$ cat src/verilog/slot_table_pkg.sv
/*
 * Constants, widths and state types for the waveform slot table loader.
 * Assumes command words arrive already deframed, one 16-bit word at a time.
 */
package slot_table_pkg;
  localparam int          WORD_W       = 16;
  localparam int          ADDR_W       = 10;
  localparam int          SLOT_IDX_W   = 4;
  localparam int          SLOT_COUNT   = 15;
  localparam logic [15:0] CMD_TABLE_LD = 16'h0002;
  localparam logic [3:0]  SLOT_FIRST   = 4'h0;
  localparam logic [3:0]  SLOT_LAST    = 4'hE;
  localparam logic [9:0]  ADDR_RESET   = 10'h000;
  localparam int          PTR_LSB      = 0;

  typedef enum logic [0:0] {
    LD_IDLE,
    LD_ENTRIES
  } loader_state_t;

  typedef enum logic [0:0] {
    PL_READY,
    PL_RUN
  } player_state_t;
endpackage

$ cat src/verilog/slot_table_if.sv
/*
 * Carrier between the command side and the slot storage.
 * Assumes both ends share ref_clk_i and its clock enable.
 */
`timescale 1ns/1ps
interface slot_table_if;
  logic                                  wr_en;
  logic [slot_table_pkg::SLOT_IDX_W-1:0] wr_idx;
  logic [slot_table_pkg::ADDR_W-1:0]     wr_addr;
  logic [slot_table_pkg::SLOT_IDX_W-1:0] rd_idx;
  logic [slot_table_pkg::ADDR_W-1:0]     rd_addr;

  modport owner (
    output wr_en,
    output wr_idx,
    output wr_addr,
    output rd_idx,
    input  rd_addr
  );

  modport store (
    input  wr_en,
    input  wr_idx,
    input  wr_addr,
    input  rd_idx,
    output rd_addr
  );
endinterface

$ cat src/verilog/slot_store.sv
/*
 * Fifteen-entry start-pointer storage with one write and one registered
 * read port. Assumes a synchronous active-low reset and a clock enable.
 */
`timescale 1ns/1ps
module slot_store (
  // Clock and reset
  input  wire logic ref_clk_i,
  input  wire logic rst_b_i,
  input  wire logic clk_en_i,
  // Table port
  slot_table_if.store tbl
);
  logic [slot_table_pkg::ADDR_W-1:0] mem_q [slot_table_pkg::SLOT_COUNT];
  logic [slot_table_pkg::ADDR_W-1:0] rd_addr_q;

  // Entries change only on a write strobe or reset
  always_ff @(posedge ref_clk_i) begin
    if (!rst_b_i) begin
      for (int i = 0; i < slot_table_pkg::SLOT_COUNT; i++) begin
        mem_q[i] <= slot_table_pkg::ADDR_RESET;
      end
    end else if (clk_en_i && tbl.wr_en) begin
      mem_q[tbl.wr_idx] <= tbl.wr_addr;
    end
  end

  // Old value on a same-slot write; the next cycle catches up
  always_ff @(posedge ref_clk_i) begin
    if (!rst_b_i) begin
      rd_addr_q <= slot_table_pkg::ADDR_RESET;
    end else if (clk_en_i) begin
      rd_addr_q <= mem_q[tbl.rd_idx];
    end
  end

  assign tbl.rd_addr = rd_addr_q;

  property p_write_lands;
    @(posedge ref_clk_i) disable iff (!rst_b_i)
    (clk_en_i && tbl.wr_en) |=> (mem_q[$past(tbl.wr_idx)]
                                  == $past(tbl.wr_addr));
  endproperty
  a_write_lands: assert property (p_write_lands)
    else $error("slot entry not stored");

  property p_hold;
    @(posedge ref_clk_i) disable iff (!rst_b_i)
    (!(clk_en_i && tbl.wr_en)) |=> (mem_q[0] == $past(mem_q[0]));
  endproperty
  a_hold: assert property (p_hold)
    else $error("slot 0 changed without a write");
endmodule

$ cat src/verilog/waveform_slot_table_loader.sv
/*
 * Slot table loader and playlist stepper. Parses the table load command
 * from a deframed word stream, fills the slot table, and on arming walks
 * the slots from first to last, giving each wave start address.
 * Assumes word_first_i marks word 0 of every command frame.
 */
`timescale 1ns/1ps
module waveform_slot_table_loader (
  // Clock and reset
  input  wire logic        ref_clk_i,
  input  wire logic        rst_b_i,
  input  wire logic        clk_en_i,
  // Command word stream
  input  wire logic        word_valid_i,
  input  wire logic        word_first_i,
  input  wire logic [15:0] word_i,
  // Arming
  input  wire logic        arm_valid_i,
  input  wire logic [3:0]  arm_first_i,
  input  wire logic [3:0]  arm_last_i,
  // Playback side
  input  wire logic        play_next_i,
  output logic             play_valid_o,
  output logic [3:0]       slot_index_o,
  output logic [9:0]       wave_addr_o,
  output logic             play_done_o,
  // Status
  output logic             load_busy_o,
  output logic             table_loaded_o
);
  slot_table_if tbl ();

  slot_store u_store (
    .ref_clk_i (ref_clk_i),
    .rst_b_i   (rst_b_i),
    .clk_en_i  (clk_en_i),
    .tbl       (tbl.store)
  );

  // Shared by both arming fields; 0xF is not a slot
  function automatic logic slot_ok(input logic [3:0] idx);
    slot_ok = (idx <= slot_table_pkg::SLOT_LAST);
  endfunction

  slot_table_pkg::loader_state_t ld_state_q;
  slot_table_pkg::player_state_t pl_state_q;
  logic [3:0] ld_cnt_q;
  logic [3:0] cur_q;
  logic [3:0] cur_d;
  logic [3:0] last_q;
  logic       loaded_q;
  logic       done_q;
  logic       open_cmd;
  logic       arm_ok;
  logic       step;
  logic       step_end;

  assign open_cmd = word_valid_i && word_first_i
                    && (word_i == slot_table_pkg::CMD_TABLE_LD);
  // Reversed or out-of-range arming is dropped, never flagged
  assign arm_ok   = arm_valid_i && slot_ok(arm_first_i)
                    && slot_ok(arm_last_i) && (arm_first_i <= arm_last_i);
  assign step     = (pl_state_q == slot_table_pkg::PL_RUN) && play_next_i;
  assign step_end = step && (cur_q == last_q);

  // Loader: word 0 opens, then fifteen entries in slot order
  always_ff @(posedge ref_clk_i) begin
    if (!rst_b_i) begin
      ld_state_q <= slot_table_pkg::LD_IDLE;
      ld_cnt_q   <= slot_table_pkg::SLOT_FIRST;
    end else if (clk_en_i && word_valid_i) begin
      if (word_first_i) begin
        // A new frame abandons any partial load
        ld_state_q <= open_cmd ? slot_table_pkg::LD_ENTRIES
                               : slot_table_pkg::LD_IDLE;
        ld_cnt_q   <= slot_table_pkg::SLOT_FIRST;
      end else if (ld_state_q == slot_table_pkg::LD_ENTRIES) begin
        if (ld_cnt_q == slot_table_pkg::SLOT_LAST) begin
          ld_state_q <= slot_table_pkg::LD_IDLE;
          ld_cnt_q   <= slot_table_pkg::SLOT_FIRST;
        end else begin
          ld_cnt_q <= ld_cnt_q + 4'h1;
        end
      end
    end
  end

  // Entry n-1 from data word n; upper bits ignored, no value refused
  assign tbl.wr_en   = clk_en_i && word_valid_i && !word_first_i
                       && (ld_state_q == slot_table_pkg::LD_ENTRIES);
  assign tbl.wr_idx  = ld_cnt_q;
  assign tbl.wr_addr = word_i[slot_table_pkg::PTR_LSB +:
                              slot_table_pkg::ADDR_W];

  // Pulse marks a complete table; an aborted load never raises it
  always_ff @(posedge ref_clk_i) begin
    if (!rst_b_i) begin
      loaded_q <= 1'b0;
    end else if (clk_en_i) begin
      loaded_q <= tbl.wr_en && (ld_cnt_q == slot_table_pkg::SLOT_LAST);
    end
  end

  // Player: index order from first to last armed slot
  always_comb begin
    cur_d = cur_q;
    if (arm_ok && (pl_state_q == slot_table_pkg::PL_READY)) begin
      cur_d = arm_first_i;
    end else if (step && !step_end) begin
      cur_d = cur_q + 4'h1;
    end
  end

  always_ff @(posedge ref_clk_i) begin
    if (!rst_b_i) begin
      pl_state_q <= slot_table_pkg::PL_READY;
      cur_q      <= slot_table_pkg::SLOT_FIRST;
      last_q     <= slot_table_pkg::SLOT_FIRST;
    end else if (clk_en_i) begin
      cur_q <= cur_d;
      case (pl_state_q)
        slot_table_pkg::PL_READY: begin
          if (arm_ok) begin
            pl_state_q <= slot_table_pkg::PL_RUN;
            last_q     <= arm_last_i;
          end
        end
        slot_table_pkg::PL_RUN: begin
          if (step_end) begin
            pl_state_q <= slot_table_pkg::PL_READY;
          end
        end
        default: pl_state_q <= slot_table_pkg::PL_READY;
      endcase
    end
  end

  // One-cycle pulse, so the engine may re-arm at once
  always_ff @(posedge ref_clk_i) begin
    if (!rst_b_i) begin
      done_q <= 1'b0;
    end else if (clk_en_i) begin
      done_q <= step_end;
    end
  end

  // Registered read is indexed by cur_d, so address and index stay paired
  assign tbl.rd_idx     = cur_d;
  assign wave_addr_o    = tbl.rd_addr;
  assign slot_index_o   = cur_q;
  assign play_valid_o   = (pl_state_q == slot_table_pkg::PL_RUN);
  assign play_done_o    = done_q;
  assign load_busy_o    = (ld_state_q == slot_table_pkg::LD_ENTRIES);
  assign table_loaded_o = loaded_q;

  property p_open;
    @(posedge ref_clk_i) disable iff (!rst_b_i)
    (clk_en_i && open_cmd) |=> (load_busy_o && ld_cnt_q == 4'h0);
  endproperty
  a_open: assert property (p_open)
    else $error("table load not opened");

  property p_entry_write;
    @(posedge ref_clk_i) disable iff (!rst_b_i)
    (clk_en_i && load_busy_o && word_valid_i && !word_first_i)
      |-> (tbl.wr_en && tbl.wr_idx == ld_cnt_q
           && tbl.wr_addr == word_i[9:0]);
  endproperty
  a_entry_write: assert property (p_entry_write)
    else $error("entry not written to its slot");

  property p_no_stray_write;
    @(posedge ref_clk_i) disable iff (!rst_b_i)
    (!load_busy_o || word_first_i) |-> !tbl.wr_en;
  endproperty
  a_no_stray_write: assert property (p_no_stray_write)
    else $error("write outside a table load");

  property p_index_range;
    @(posedge ref_clk_i) disable iff (!rst_b_i)
    (ld_cnt_q <= 4'hE) && (slot_index_o <= 4'hE);
  endproperty
  a_index_range: assert property (p_index_range)
    else $error("slot index beyond 0xE");

  property p_load_ends;
    @(posedge ref_clk_i) disable iff (!rst_b_i)
    (clk_en_i && tbl.wr_en && ld_cnt_q == 4'hE)
      |=> (!load_busy_o && table_loaded_o) ##1 !table_loaded_o;
  endproperty
  a_load_ends: assert property (p_load_ends)
    else $error("load did not end after fifteen entries");

  property p_arm_start;
    @(posedge ref_clk_i) disable iff (!rst_b_i)
    (clk_en_i && arm_ok && !play_valid_o)
      |=> (play_valid_o && slot_index_o == $past(arm_first_i));
  endproperty
  a_arm_start: assert property (p_arm_start)
    else $error("arming did not start at first slot");

  property p_advance;
    @(posedge ref_clk_i) disable iff (!rst_b_i)
    (clk_en_i && step && !step_end)
      |=> (slot_index_o == $past(slot_index_o) + 4'h1 && play_valid_o);
  endproperty
  a_advance: assert property (p_advance)
    else $error("slot did not advance in index order");

  property p_finish;
    @(posedge ref_clk_i) disable iff (!rst_b_i)
    (clk_en_i && step_end) |=> (play_done_o && !play_valid_o);
  endproperty
  a_finish: assert property (p_finish)
    else $error("last slot did not end playback");

  property p_freeze;
    @(posedge ref_clk_i) disable iff (!rst_b_i)
    !clk_en_i |=> ($stable(slot_index_o) && $stable(play_valid_o)
                   && $stable(load_busy_o) && $stable(wave_addr_o));
  endproperty
  a_freeze: assert property (p_freeze)
    else $error("state moved while clock enable low");
endmodule

$ cat config.mk
export PLATFORM = sky130hd
export DESIGN_NAME = waveform_slot_table_loader
export DESIGN_NICKNAME = d
export VERILOG_FILES = /design/src/verilog/slot_table_pkg.sv /design/src/verilog/slot_table_if.sv /design/src/verilog/slot_store.sv /design/src/verilog/waveform_slot_table_loader.sv
export SDC_FILE = /design/constraint.sdc
export NUM_CORES = 1
export LEC_CHECK = 0
export ABC_AREA = 1
export BUFFER_PORTS_ARGS = -buffer_cell sky130_fd_sc_hd__buf_2
export CAP_MARGIN = 40
export CORE_MARGIN = 1
export CORE_UTILIZATION = 43
export CTS_BUF_LIST = sky130_fd_sc_hd__clkbuf_2
export CTS_CLUSTER_SIZE = 40
export DETAILED_ROUTE_END_ITERATION = 8
export PLACE_DENSITY = 0.58
export SYNTH_ARGS = -nofsm -noshare
export SYNTH_HDL_FRONTEND = slang
export SYNTH_SLANG_ARGS = --single-unit
export TNS_END_PERCENT = 1
$ cat constraint.sdc
create_clock -name ref_clk_i -period 5.7 [get_ports ref_clk_i]
set_input_delay 0.285 -clock ref_clk_i [delete_from_list [all_inputs] [get_ports ref_clk_i]]
set_output_delay 0.285 -clock ref_clk_i [all_outputs]
set_load 0.02 [all_outputs]
# Word level (Yosys, flattened, before mapping)
# Memory sizes are Yosys's and may differ from the RTL's. A register that Yosys moved wholly into a read port is not among the register bits.
# Index checks and enable logic that the tools add are counted.
dict set report word_totals {
  regBits 16
  ramBits 150
  input_bits 31
  output_inout_bits 18
  elab_cells 57
  mem_count 1
}
dict set report classes {
  addsub 2
  magnitude_cmp 3
  n_eq_ne 3
  muxes 19
  bitwise_logic 1
  reduce_logical 21
}
# name depth word_bits rd rd_clocked_by_memory_dff write_ports line
set memory_table {}
lappend memory_table {u_store.mem_q 15 10 1 1 15 slot_store.sv:14} ;# logic [slot_table_pkg::ADDR_W-1:0] mem_q [slot_table_pkg::SLOT_COUNT];
# operator count
set ops {}
lappend ops {{2-to-1 mux 4 bit} 6}
lappend ops {{== test 16 x 2 -> 1 bit, second input constant} 1}
lappend ops {{logical AND 1 bit} 14}
lappend ops {{2-to-1 mux 1 bit} 11}
lappend ops {{2-to-1 mux 10 bit} 1}
lappend ops {{OR reduction 10 bit} 1}
lappend ops {{adder 4 x 1 -> 4 bit, second input constant} 2}
lappend ops {{less-or-equal comparator 4 bit, second input constant} 2}
lappend ops {{== test 4 bit} 1}
lappend ops {{== test 4 bit, second input constant} 1}
lappend ops {{less-or-equal comparator 4 bit} 1}
lappend ops {{zero test 1 bit} 3}
lappend ops {{AND reduction 3 bit} 1}
lappend ops {{one-hot mux 1 bit (2 select lines)} 1}
lappend ops {{AND reduction 2 bit} 1}
lappend ops {{nonzero test 2 bit} 1}
lappend ops {{NOT 1 bit} 1}

# Logic depth before layout (Yosys ltp)
# Gate-level depths: netlist of the first run.
dict set report depth {
  word_depth 9
  ltp_mapped 20
  ltp_nobuf 19
}

# By module
# From an unflattened synthesis of the first run, not the netlist that was laid out.
dict set report unflattened {
  hier_cells 979
  hier_area_um2 8887.3
}
# module n_inst cells_each area_each_um2 seq_area_each_um2
set by_module_without_submodules {}
lappend by_module_without_submodules {slot_store 1 811 7763.7 5004.8}
lappend by_module_without_submodules {waveform_slot_table_loader 1 168 1123.6 320.3}

# Worst setup path before layout of the first run
# Ideal clock, no wire load.
dict set report synth_timing {
  path_type {input to register}
  start {input rst_b_i}
  end {memory u_store.mem_q[12][0] (netlist bit), enable pin}
  setup_ns 0.340
  arrival_time_ns 1.738
  t_required_ns 5.360
  slack_ns 3.622
  stages 8
  n_path_buf 2
  path_cell_list {clkbuf_1 > inv_2 > nor3_1 > inv_1 > nor3_1 > nand2_1 > clkbuf_1 > nand2_1}
}
# item line
set synth_rtl {}
lappend synth_rtl {{start, declared} waveform_slot_table_loader.sv:11} ;# input wire logic rst_b_i,
lappend synth_rtl {{end, declared} slot_store.sv:14}

# Worst setup path after layout of the first run
dict set report layout_timing {
  start {register cur_q[0], in the netlist slot_index_o[0]}
  end {register u_store.rd_addr_q (netlist bit u_store.tbl.rd_addr[8]), read port of u_store.mem_q}
}
dict set report layout_via {
  elab_chain_len 6
  word_cells_on_any_way 7
  cone_classes {add/sub: 1; eq/ne: 1; mux: 2; reduce/logical: 3}
}
# item line
set layout_lines {}
lappend layout_lines {{start, declared} waveform_slot_table_loader.sv:48} ;# logic [3:0] cur_q;
lappend layout_lines {{start signal, assigned} waveform_slot_table_loader.sv:117} ;# cur_q <= slot_table_pkg::SLOT_FIRST;
lappend layout_lines {{start signal, assigned} waveform_slot_table_loader.sv:120} ;# cur_q <= cur_d;
lappend layout_lines {{parallel branches: the longest is 4 deep, another holds adder 4 x 1 -> 4 bit} --}
lappend layout_lines {{2-to-1 mux 4 bit *} waveform_slot_table_loader.sv:109} ;# end else if (step && !step_end) begin
lappend layout_lines {{2-to-1 mux 4 bit *} waveform_slot_table_loader.sv:107} ;# if (arm_ok && (pl_state_q == slot_table_pkg::PL_READY)) begin
lappend layout_lines {{end, declared} slot_store.sv:15} ;# logic [slot_table_pkg::ADDR_W-1:0] rd_addr_q;
# Every way passes the cells marked *.
# A chain may end at the register's enable or synchronous reset.

==> results.json, run 1 <==
{
  "drt_first_pass_iters": 8,
  "die_h_um": 149,
  "worst_slew_pin_slew_ns": 0.929,
  "clkTransAtPathRegs_ns": 0.32,
  "synth_nets": 1106,
  "antenna_left": 0,
  "globalplace.congestion": 0.818,
  "ir_drop_mv": 0.177,
  "fin_crit_ns": 3.33,
  "final_common_cell": "nand3_1",
  "start_kind": "flip-flop",
  "seqPwrFrac": 0.567,
  "fmax_mhz": 300,
  "grt_pass1_wl_um": 38600,
  "status": "finished, final reports clean",
  "coreArea_um2": 21100,
  "synth.largest_area_cell": "edfxtp_1",
  "utilization": 0.482,
  "h-tree-depth": 4,
  "cp-end-kind": "flip-flop",
  "clock_power_share": 0.236,
  "grt_pass1_vias": 6755,
  "worstPathArrival_ns": 4.06,
  "cts_tree": "done",
  "rrSetupSlack_ns": 2.37,
  "ys_async_sr_fraction": 0,
  "register_area_um2": 5330,
  "initial_core_util": 0.441,
  "yosysSeqAreaShare": 0.573,
  "setup_tns_ns": 0,
  "power_density_nw_per_um2": 271,
  "p_sw_frac": 0.334,
  "combPwrFrac": 0.197,
  "synth_edf_count": 160,
  "cts-root-buf": "clkbuf_2",
  "syn_area_per_cell_um2": 8.68,
  "grt_max_degree": 81,
  "drcViolationCount": 0,
  "via_per_inst": 5.19,
  "synthTopCellsByArea": "edfxtp_1 52%, nand3_1 11%, nor2_1 7.4%",
  "die-area_um2": 22200,
  "hpwlAfterDp_um": 16400,
  "setup_viol": 0,
  "relSlewSlack": 0.381,
  "slew_viol_final": 0,
  "worstSkewPairLatency_ns": 0.79,
  "ys_seq_elements": 186,
  "drtIter0Drc": 583,
  "finalHoldViolations": 0,
  "multi_input_area_um2": 2970,
  "rsz0062_at_grt": "no",
  "switching_power_uw": 919,
  "hold_path.class": "in -> reg",
  "criticalPathCategory": "reg -> reg",
  "gr-total-overflow": 0,
  "wl_um": 25500,
  "ys.flop_type": "edfxtp_1",
  "rows": 53,
  "vias": 7239,
  "yosysTopAreaCellShare": 0.517,
  "area_delta_synth_final_pct": 9.32,
  "port-buffer-count": 48,
  "yosysWarnings": 0,
  "final_cell_mix": "198 x nand3_1, 184 x nor2_1, 169 x nand2_1",
  "crit_path_max_fanout": 59,
  "finClkSkew_ns": 0.0560,
  "netlist_instances": 1070,
  "clkSinkCount": 186,
  "io_pins": 49,
  "yosys.cell_types.count": 29,
  "avgRoutedWirePerCell_um": 18.3,
  "maxCapViolCount": 0,
  "numCtsBuffers": 17,
  "p_int_uw": 1830,
  "antenna_found_initial": 0,
  "fp.dieW_um": 149,
  "period_share": 0.584,
  "nFillCells": 2098,
  "crit_required_ns": 6.43,
  "drive_gt1_frac": 0.0990,
  "synthesis.area_um2": 9290,
  "cts_buffer_depth": 2,
  "p_leak_uw": 0.00453,
  "nNetsFinal": 1144,
  "diodes": 0,
  "track_usage": 0.240
}
[power by group through the flow]
stage                     sequential, uW  clock (uW)  combinational, uW
after detailed placement            1590           0                528
final                               1560         649                543
after global placement              1590           0                519
after global routing                1570         704                600
after floorplan                     1600           0                350
after CTS                           1560         653                542
[synth_stat cells (4+ instances only)]
library cell  instances
o21ai_0              10
nand2_1             169
a21oi_1              10
dfxtp_1              26
buf_6                 5
ha_1                  5
buf_2                30
nor3_1                5
nand4_1               4
nand3b_1             38
inv_1               163
buf_4                 4
clkbuf_1             30
nand3_1             198
nor2_1              184
inv_2                 8
edfxtp_1            160
[layer usage]
metal,up-vias,routed length [um],global-route usage
met5,-,0,0
met4,0,445,0.0515
met3,30,1710,0.0502
met2,255,12900,0.412
met1,3416,10400,0.310
li1,3538,-,-
[layout make-up]
class | count | share of cell area
Sequential cell | 186 | 0.524
Multi-Input combinational cell | 643 | 0.293
Timing Repair Buffer | 88 | 0.0643
Inverter | 172 | 0.0636
Tap cell | 275 | 0.0339
Clock inverter | 15 | 0.0131
Clock buffer | 17 | 0.00838
[worst paths after layout]
check	depth (start not counted)	startpoint	to
max reg2reg	19	slot_index_o[0]$_SDFFE_PN0P_	u_store.tbl.rd_addr[8]$_SDFFE_PN0P_
min	6	word_valid_i	ld_cnt_q[1]$_SDFFE_PN0P_
min reg2reg	2	play_done_o$_SDFFE_PN0P_	play_done_o$_SDFFE_PN0P_
max	19	slot_index_o[0]$_SDFFE_PN0P_	u_store.tbl.rd_addr[8]$_SDFFE_PN0P_
[state kept, by name, summed over array words and instances (netlist names)]
signal,flops
u_store.mem_q,160
u_store.tbl.rd_addr,10
last_q,4
ld_cnt_q,4
slot_index_o,4
load_busy_o,1
play_done_o,1
play_valid_o,1
table_loaded_o,1
[kinds of logic after synthesis]
| family | synth area share |
|---|---|
| XOR/XNOR | 0.00189 |
| flip-flops | 0.573 |
| buffers and inverters | 0.107 |
| adder cells (fa/ha/maj) | 0.00673 |
| AND/OR/NAND/NOR | 0.295 |
| AO/OA/AOI/OAI | 0.0155 |
| multiplexers | 0.00121 |
[worst max-delay path: stages, from the launching register on]
cell     delay [ns]
dfxtp_1        0.54
inv_2          0.09
nand2_1        0.07
nand2_1        0.05
nor2_1         0.11
nand2_1        0.11
nand2_2        0.12
nand2_1        0.10
nand3_4        0.06
buf_4          0.29
buf_16         0.29
nand2_4        0.33
buf_4          0.35
nand2_1        0.09
nand3_1        0.09
nand3_1        0.18
nand3_1        0.15
nand3_1        0.13
nand2_1        0.05
inv_1          0.04
[stage by stage]
step	cell area (um^2)	power (uW)	instances	setup WS (ns)	hold WS, ns
after floorplan	9290	1950	1070	3.62	0.384
after global placement	9590	2110	1332	2.04	0.458
after detailed placement	9670	2120	1337	2.39	0.467
after CTS	10200	2760	1395	2.39	0.00655
after global routing	10200	2870	1396	2.07	0.0407
final	10200	2750	1396	2.37	0.0534
[repair_timing]
| item | in CTS | in global routing |
|---|---|---|
| setup buffers | 0 | 0 |
| hold buffers | 26 | 0 |
| endpoints found under the hold margin | 38 | 0 |
| resized for setup | 0 | 0 |
(Power assumes the default switching activity.)
==> run 2, diff against run 1 <==
--- a/config.mk
+++ b/config.mk
@@ -13,7 +13,7 @@
 export CTS_BUF_LIST = sky130_fd_sc_hd__clkbuf_2
 export CTS_CLUSTER_SIZE = 40
 export DETAILED_ROUTE_END_ITERATION = 8
-export PLACE_DENSITY = 0.58
+export PLACE_DENSITY = 0.61
 export SYNTH_ARGS = -nofsm -noshare
 export SYNTH_HDL_FRONTEND = slang
 export SYNTH_SLANG_ARGS = --single-unit
==> constraint.sdc (replaced) <==
create_clock -name ref_clk_i -period 2.9 [get_ports ref_clk_i]
set_input_delay 0.145 -clock ref_clk_i [delete_from_list [all_inputs] [get_ports ref_clk_i]]
set_output_delay 0.145 -clock ref_clk_i [all_outputs]
set_load 0.02 [all_outputs]
==> run 2 against run 1 <==
  * Cell area up 2.5%
  * Global-route usage up 0.13 points
  * Register-to-register slack worse by 1.9 ns
  * Combinational power up 100%
  * Final cell count up 2.0%
  * Setup slack worse by 2.1 ns
  * Die area unchanged
  * Hold slack better by 0.0098 ns
  * Critical endpoint is now u_store.mem_q[1][8]$_SDFFCE_PN0P_
  * Largest cell class unchanged
  * Largest power group unchanged
==> results.json, run 2 (same netlist as run 1, synthesis figures left out) <==
{
  "worstSkewPairLatency_ns": 0.77,
  "finalHoldViolations": 0,
  "port-buffer-count": 48,
  "globalplace.congestion": 0.855,
  "hold_buffers": 32,
  "crit_required_ns": 3.37,
  "status": "finished, final reports clean",
  "worst_slew_pin_slew_ns": 0.864,
  "drive_gt1_frac": 0.115,
  "drcViolationCount": 0,
  "fmax_mhz": 387,
  "track_usage": 0.241,
  "die_h_um": 149,
  "rows": 53,
  "fp.dieW_um": 149,
  "coreArea_um2": 21100,
  "grt_max_degree": 52,
  "clkTransAtPathRegs_ns": 0.29,
  "cts_setup_buffers": 0,
  "wl_um": 26100,
  "register_area_um2": 5330,
  "criticalPathCategory": "in -> reg",
  "dp_slack_ns": 0.531,
  "vias": 7437,
  "fin_crit_ns": 2.58,
  "utilization": 0.494,
  "rr_startpoint": "slot_index_o[1]$_SDFFE_PN0P_",
  "final_common_cell": "nand3_1",
  "multi_input_area_um2": 2970,
  "crit_path_max_fanout": 11,
  "antenna_found_initial": 1,
  "setup_viol": 0,
  "cp-end-kind": "flip-flop",
  "setup_tns_ns": 0,
  "drt_first_pass_iters": 5,
  "antenna_left": 0,
  "die-area_um2": 22200,
  "worstHoldStart": "arm_first_i[2]",
  "total_power_uw": 5520,
  "finClkSkew_ns": 0.0474,
  "avgRoutedWirePerCell_um": 18.3,
  "numCtsBuffers": 17,
  "p_leak_uw": 0.00466,
  "rr_worst_depth": 16,
  "hold_slack_ns": 0.0632,
  "cts-resized-gates": 0,
  "final_cell_mix": "198 x nand3_1, 184 x nor2_1, 169 x nand2_1",
  "ir_drop_mv": 0.416,
  "clkSinkCount": 186,
  "area_delta_synth_final_pct": 12.0,
  "worstPathArrival_ns": 3.06,
  "rsz0062_at_grt": "no",
  "relSlewSlack": 0.423,
  "slew_viol_final": 0,
  "start_kind": "primary input",
  "largest_reg_flops": 160,
  "nFillCells": 2033,
  "via_per_inst": 5.22,
  "fin_ws_ns": 0.315,
  "period_share": 0.891,
  "grt_pass1_vias": 6755,
  "h-tree-depth": 4,
  "drtIter0Drc": 787,
  "maxCapViolCount": 0,
  "hold_depth": 5,
  "hold_path.class": "in -> reg",
  "io_pins": 49,
  "hpwlAfterDp_um": 17000,
  "grt_pass1_wl_um": 39000,
  "cts_tree": "done",
  "nNetsFinal": 1171,
  "initial_core_util": 0.441,
  "cts_buffer_depth": 2,
  "startpoint": "clk_en_i",
  "top_register": "u_store.mem_q",
  "power_density_nw_per_um2": 530,
  "cts-root-buf": "clkbuf_2",
  "gr-total-overflow": 0
}
## run 2: where the power goes
part	switching (uW)	internal, uW	total, uW
Combinational	745	349	1090
Sequential	51.7	3020	3070
Clock	1000	349	1350
## run 2: path summary, 6_finish.rpt
path / end / slack, ns
worst max-delay path: u_store.mem_q[1][8]$_SDFFCE_PN0P_ / 0.32
worst min-delay path: slot_index_o[2]$_SDFFE_PN0P_ / 0.06
worst max register to register: u_store.tbl.rd_addr[8]$_SDFFE_PN0P_ / 0.47
worst min register to register: last_q[1]$_SDFFE_PN0P_ / 0.49
## run 2: metal layers
layer  GRT usage  vias to the layer above  wire (um)
met4      0.0791                        0        702
met1       0.327                     3518      10800
met5           0                        -          0
met3      0.0453                       42       2000
li1            -                     3581          -
met2       0.388                      296      12600
## run 2: layout make-up
class / count / share of cell area
repair buffers: 115 / 0.0843
inverters: 172 / 0.0620
clock inverters: 15 / 0.0151
well taps: 275 / 0.0331
clock buffers: 17 / 0.00817
multi-input cells: 643 / 0.285
diodes: 1 / 0.000240
flip-flops and latches: 186 / 0.512
## run 2: metrics by stage
stage	std cells	cell area (um^2)
2_1_floorplan	1070	9290
3_3_place_gp	1358	9830
3_5_place_dp	1359	9840
4_1_cts	1423	10400
5_1_grt	1424	10400
6_report	1424	10400
## run 2: critical path, stage by stage
cell	delay, ns
dlygate4sd3_1	0.54
buf_2	0.12
nand2_1	0.06
dlygate4sd3_1	0.57
inv_1	0.06
nand2_1	0.06
nor3_1	0.25
inv_1	0.15
nor3_1	0.15
buf_4	0.17
nand2_1	0.29
nand2_1	0.47
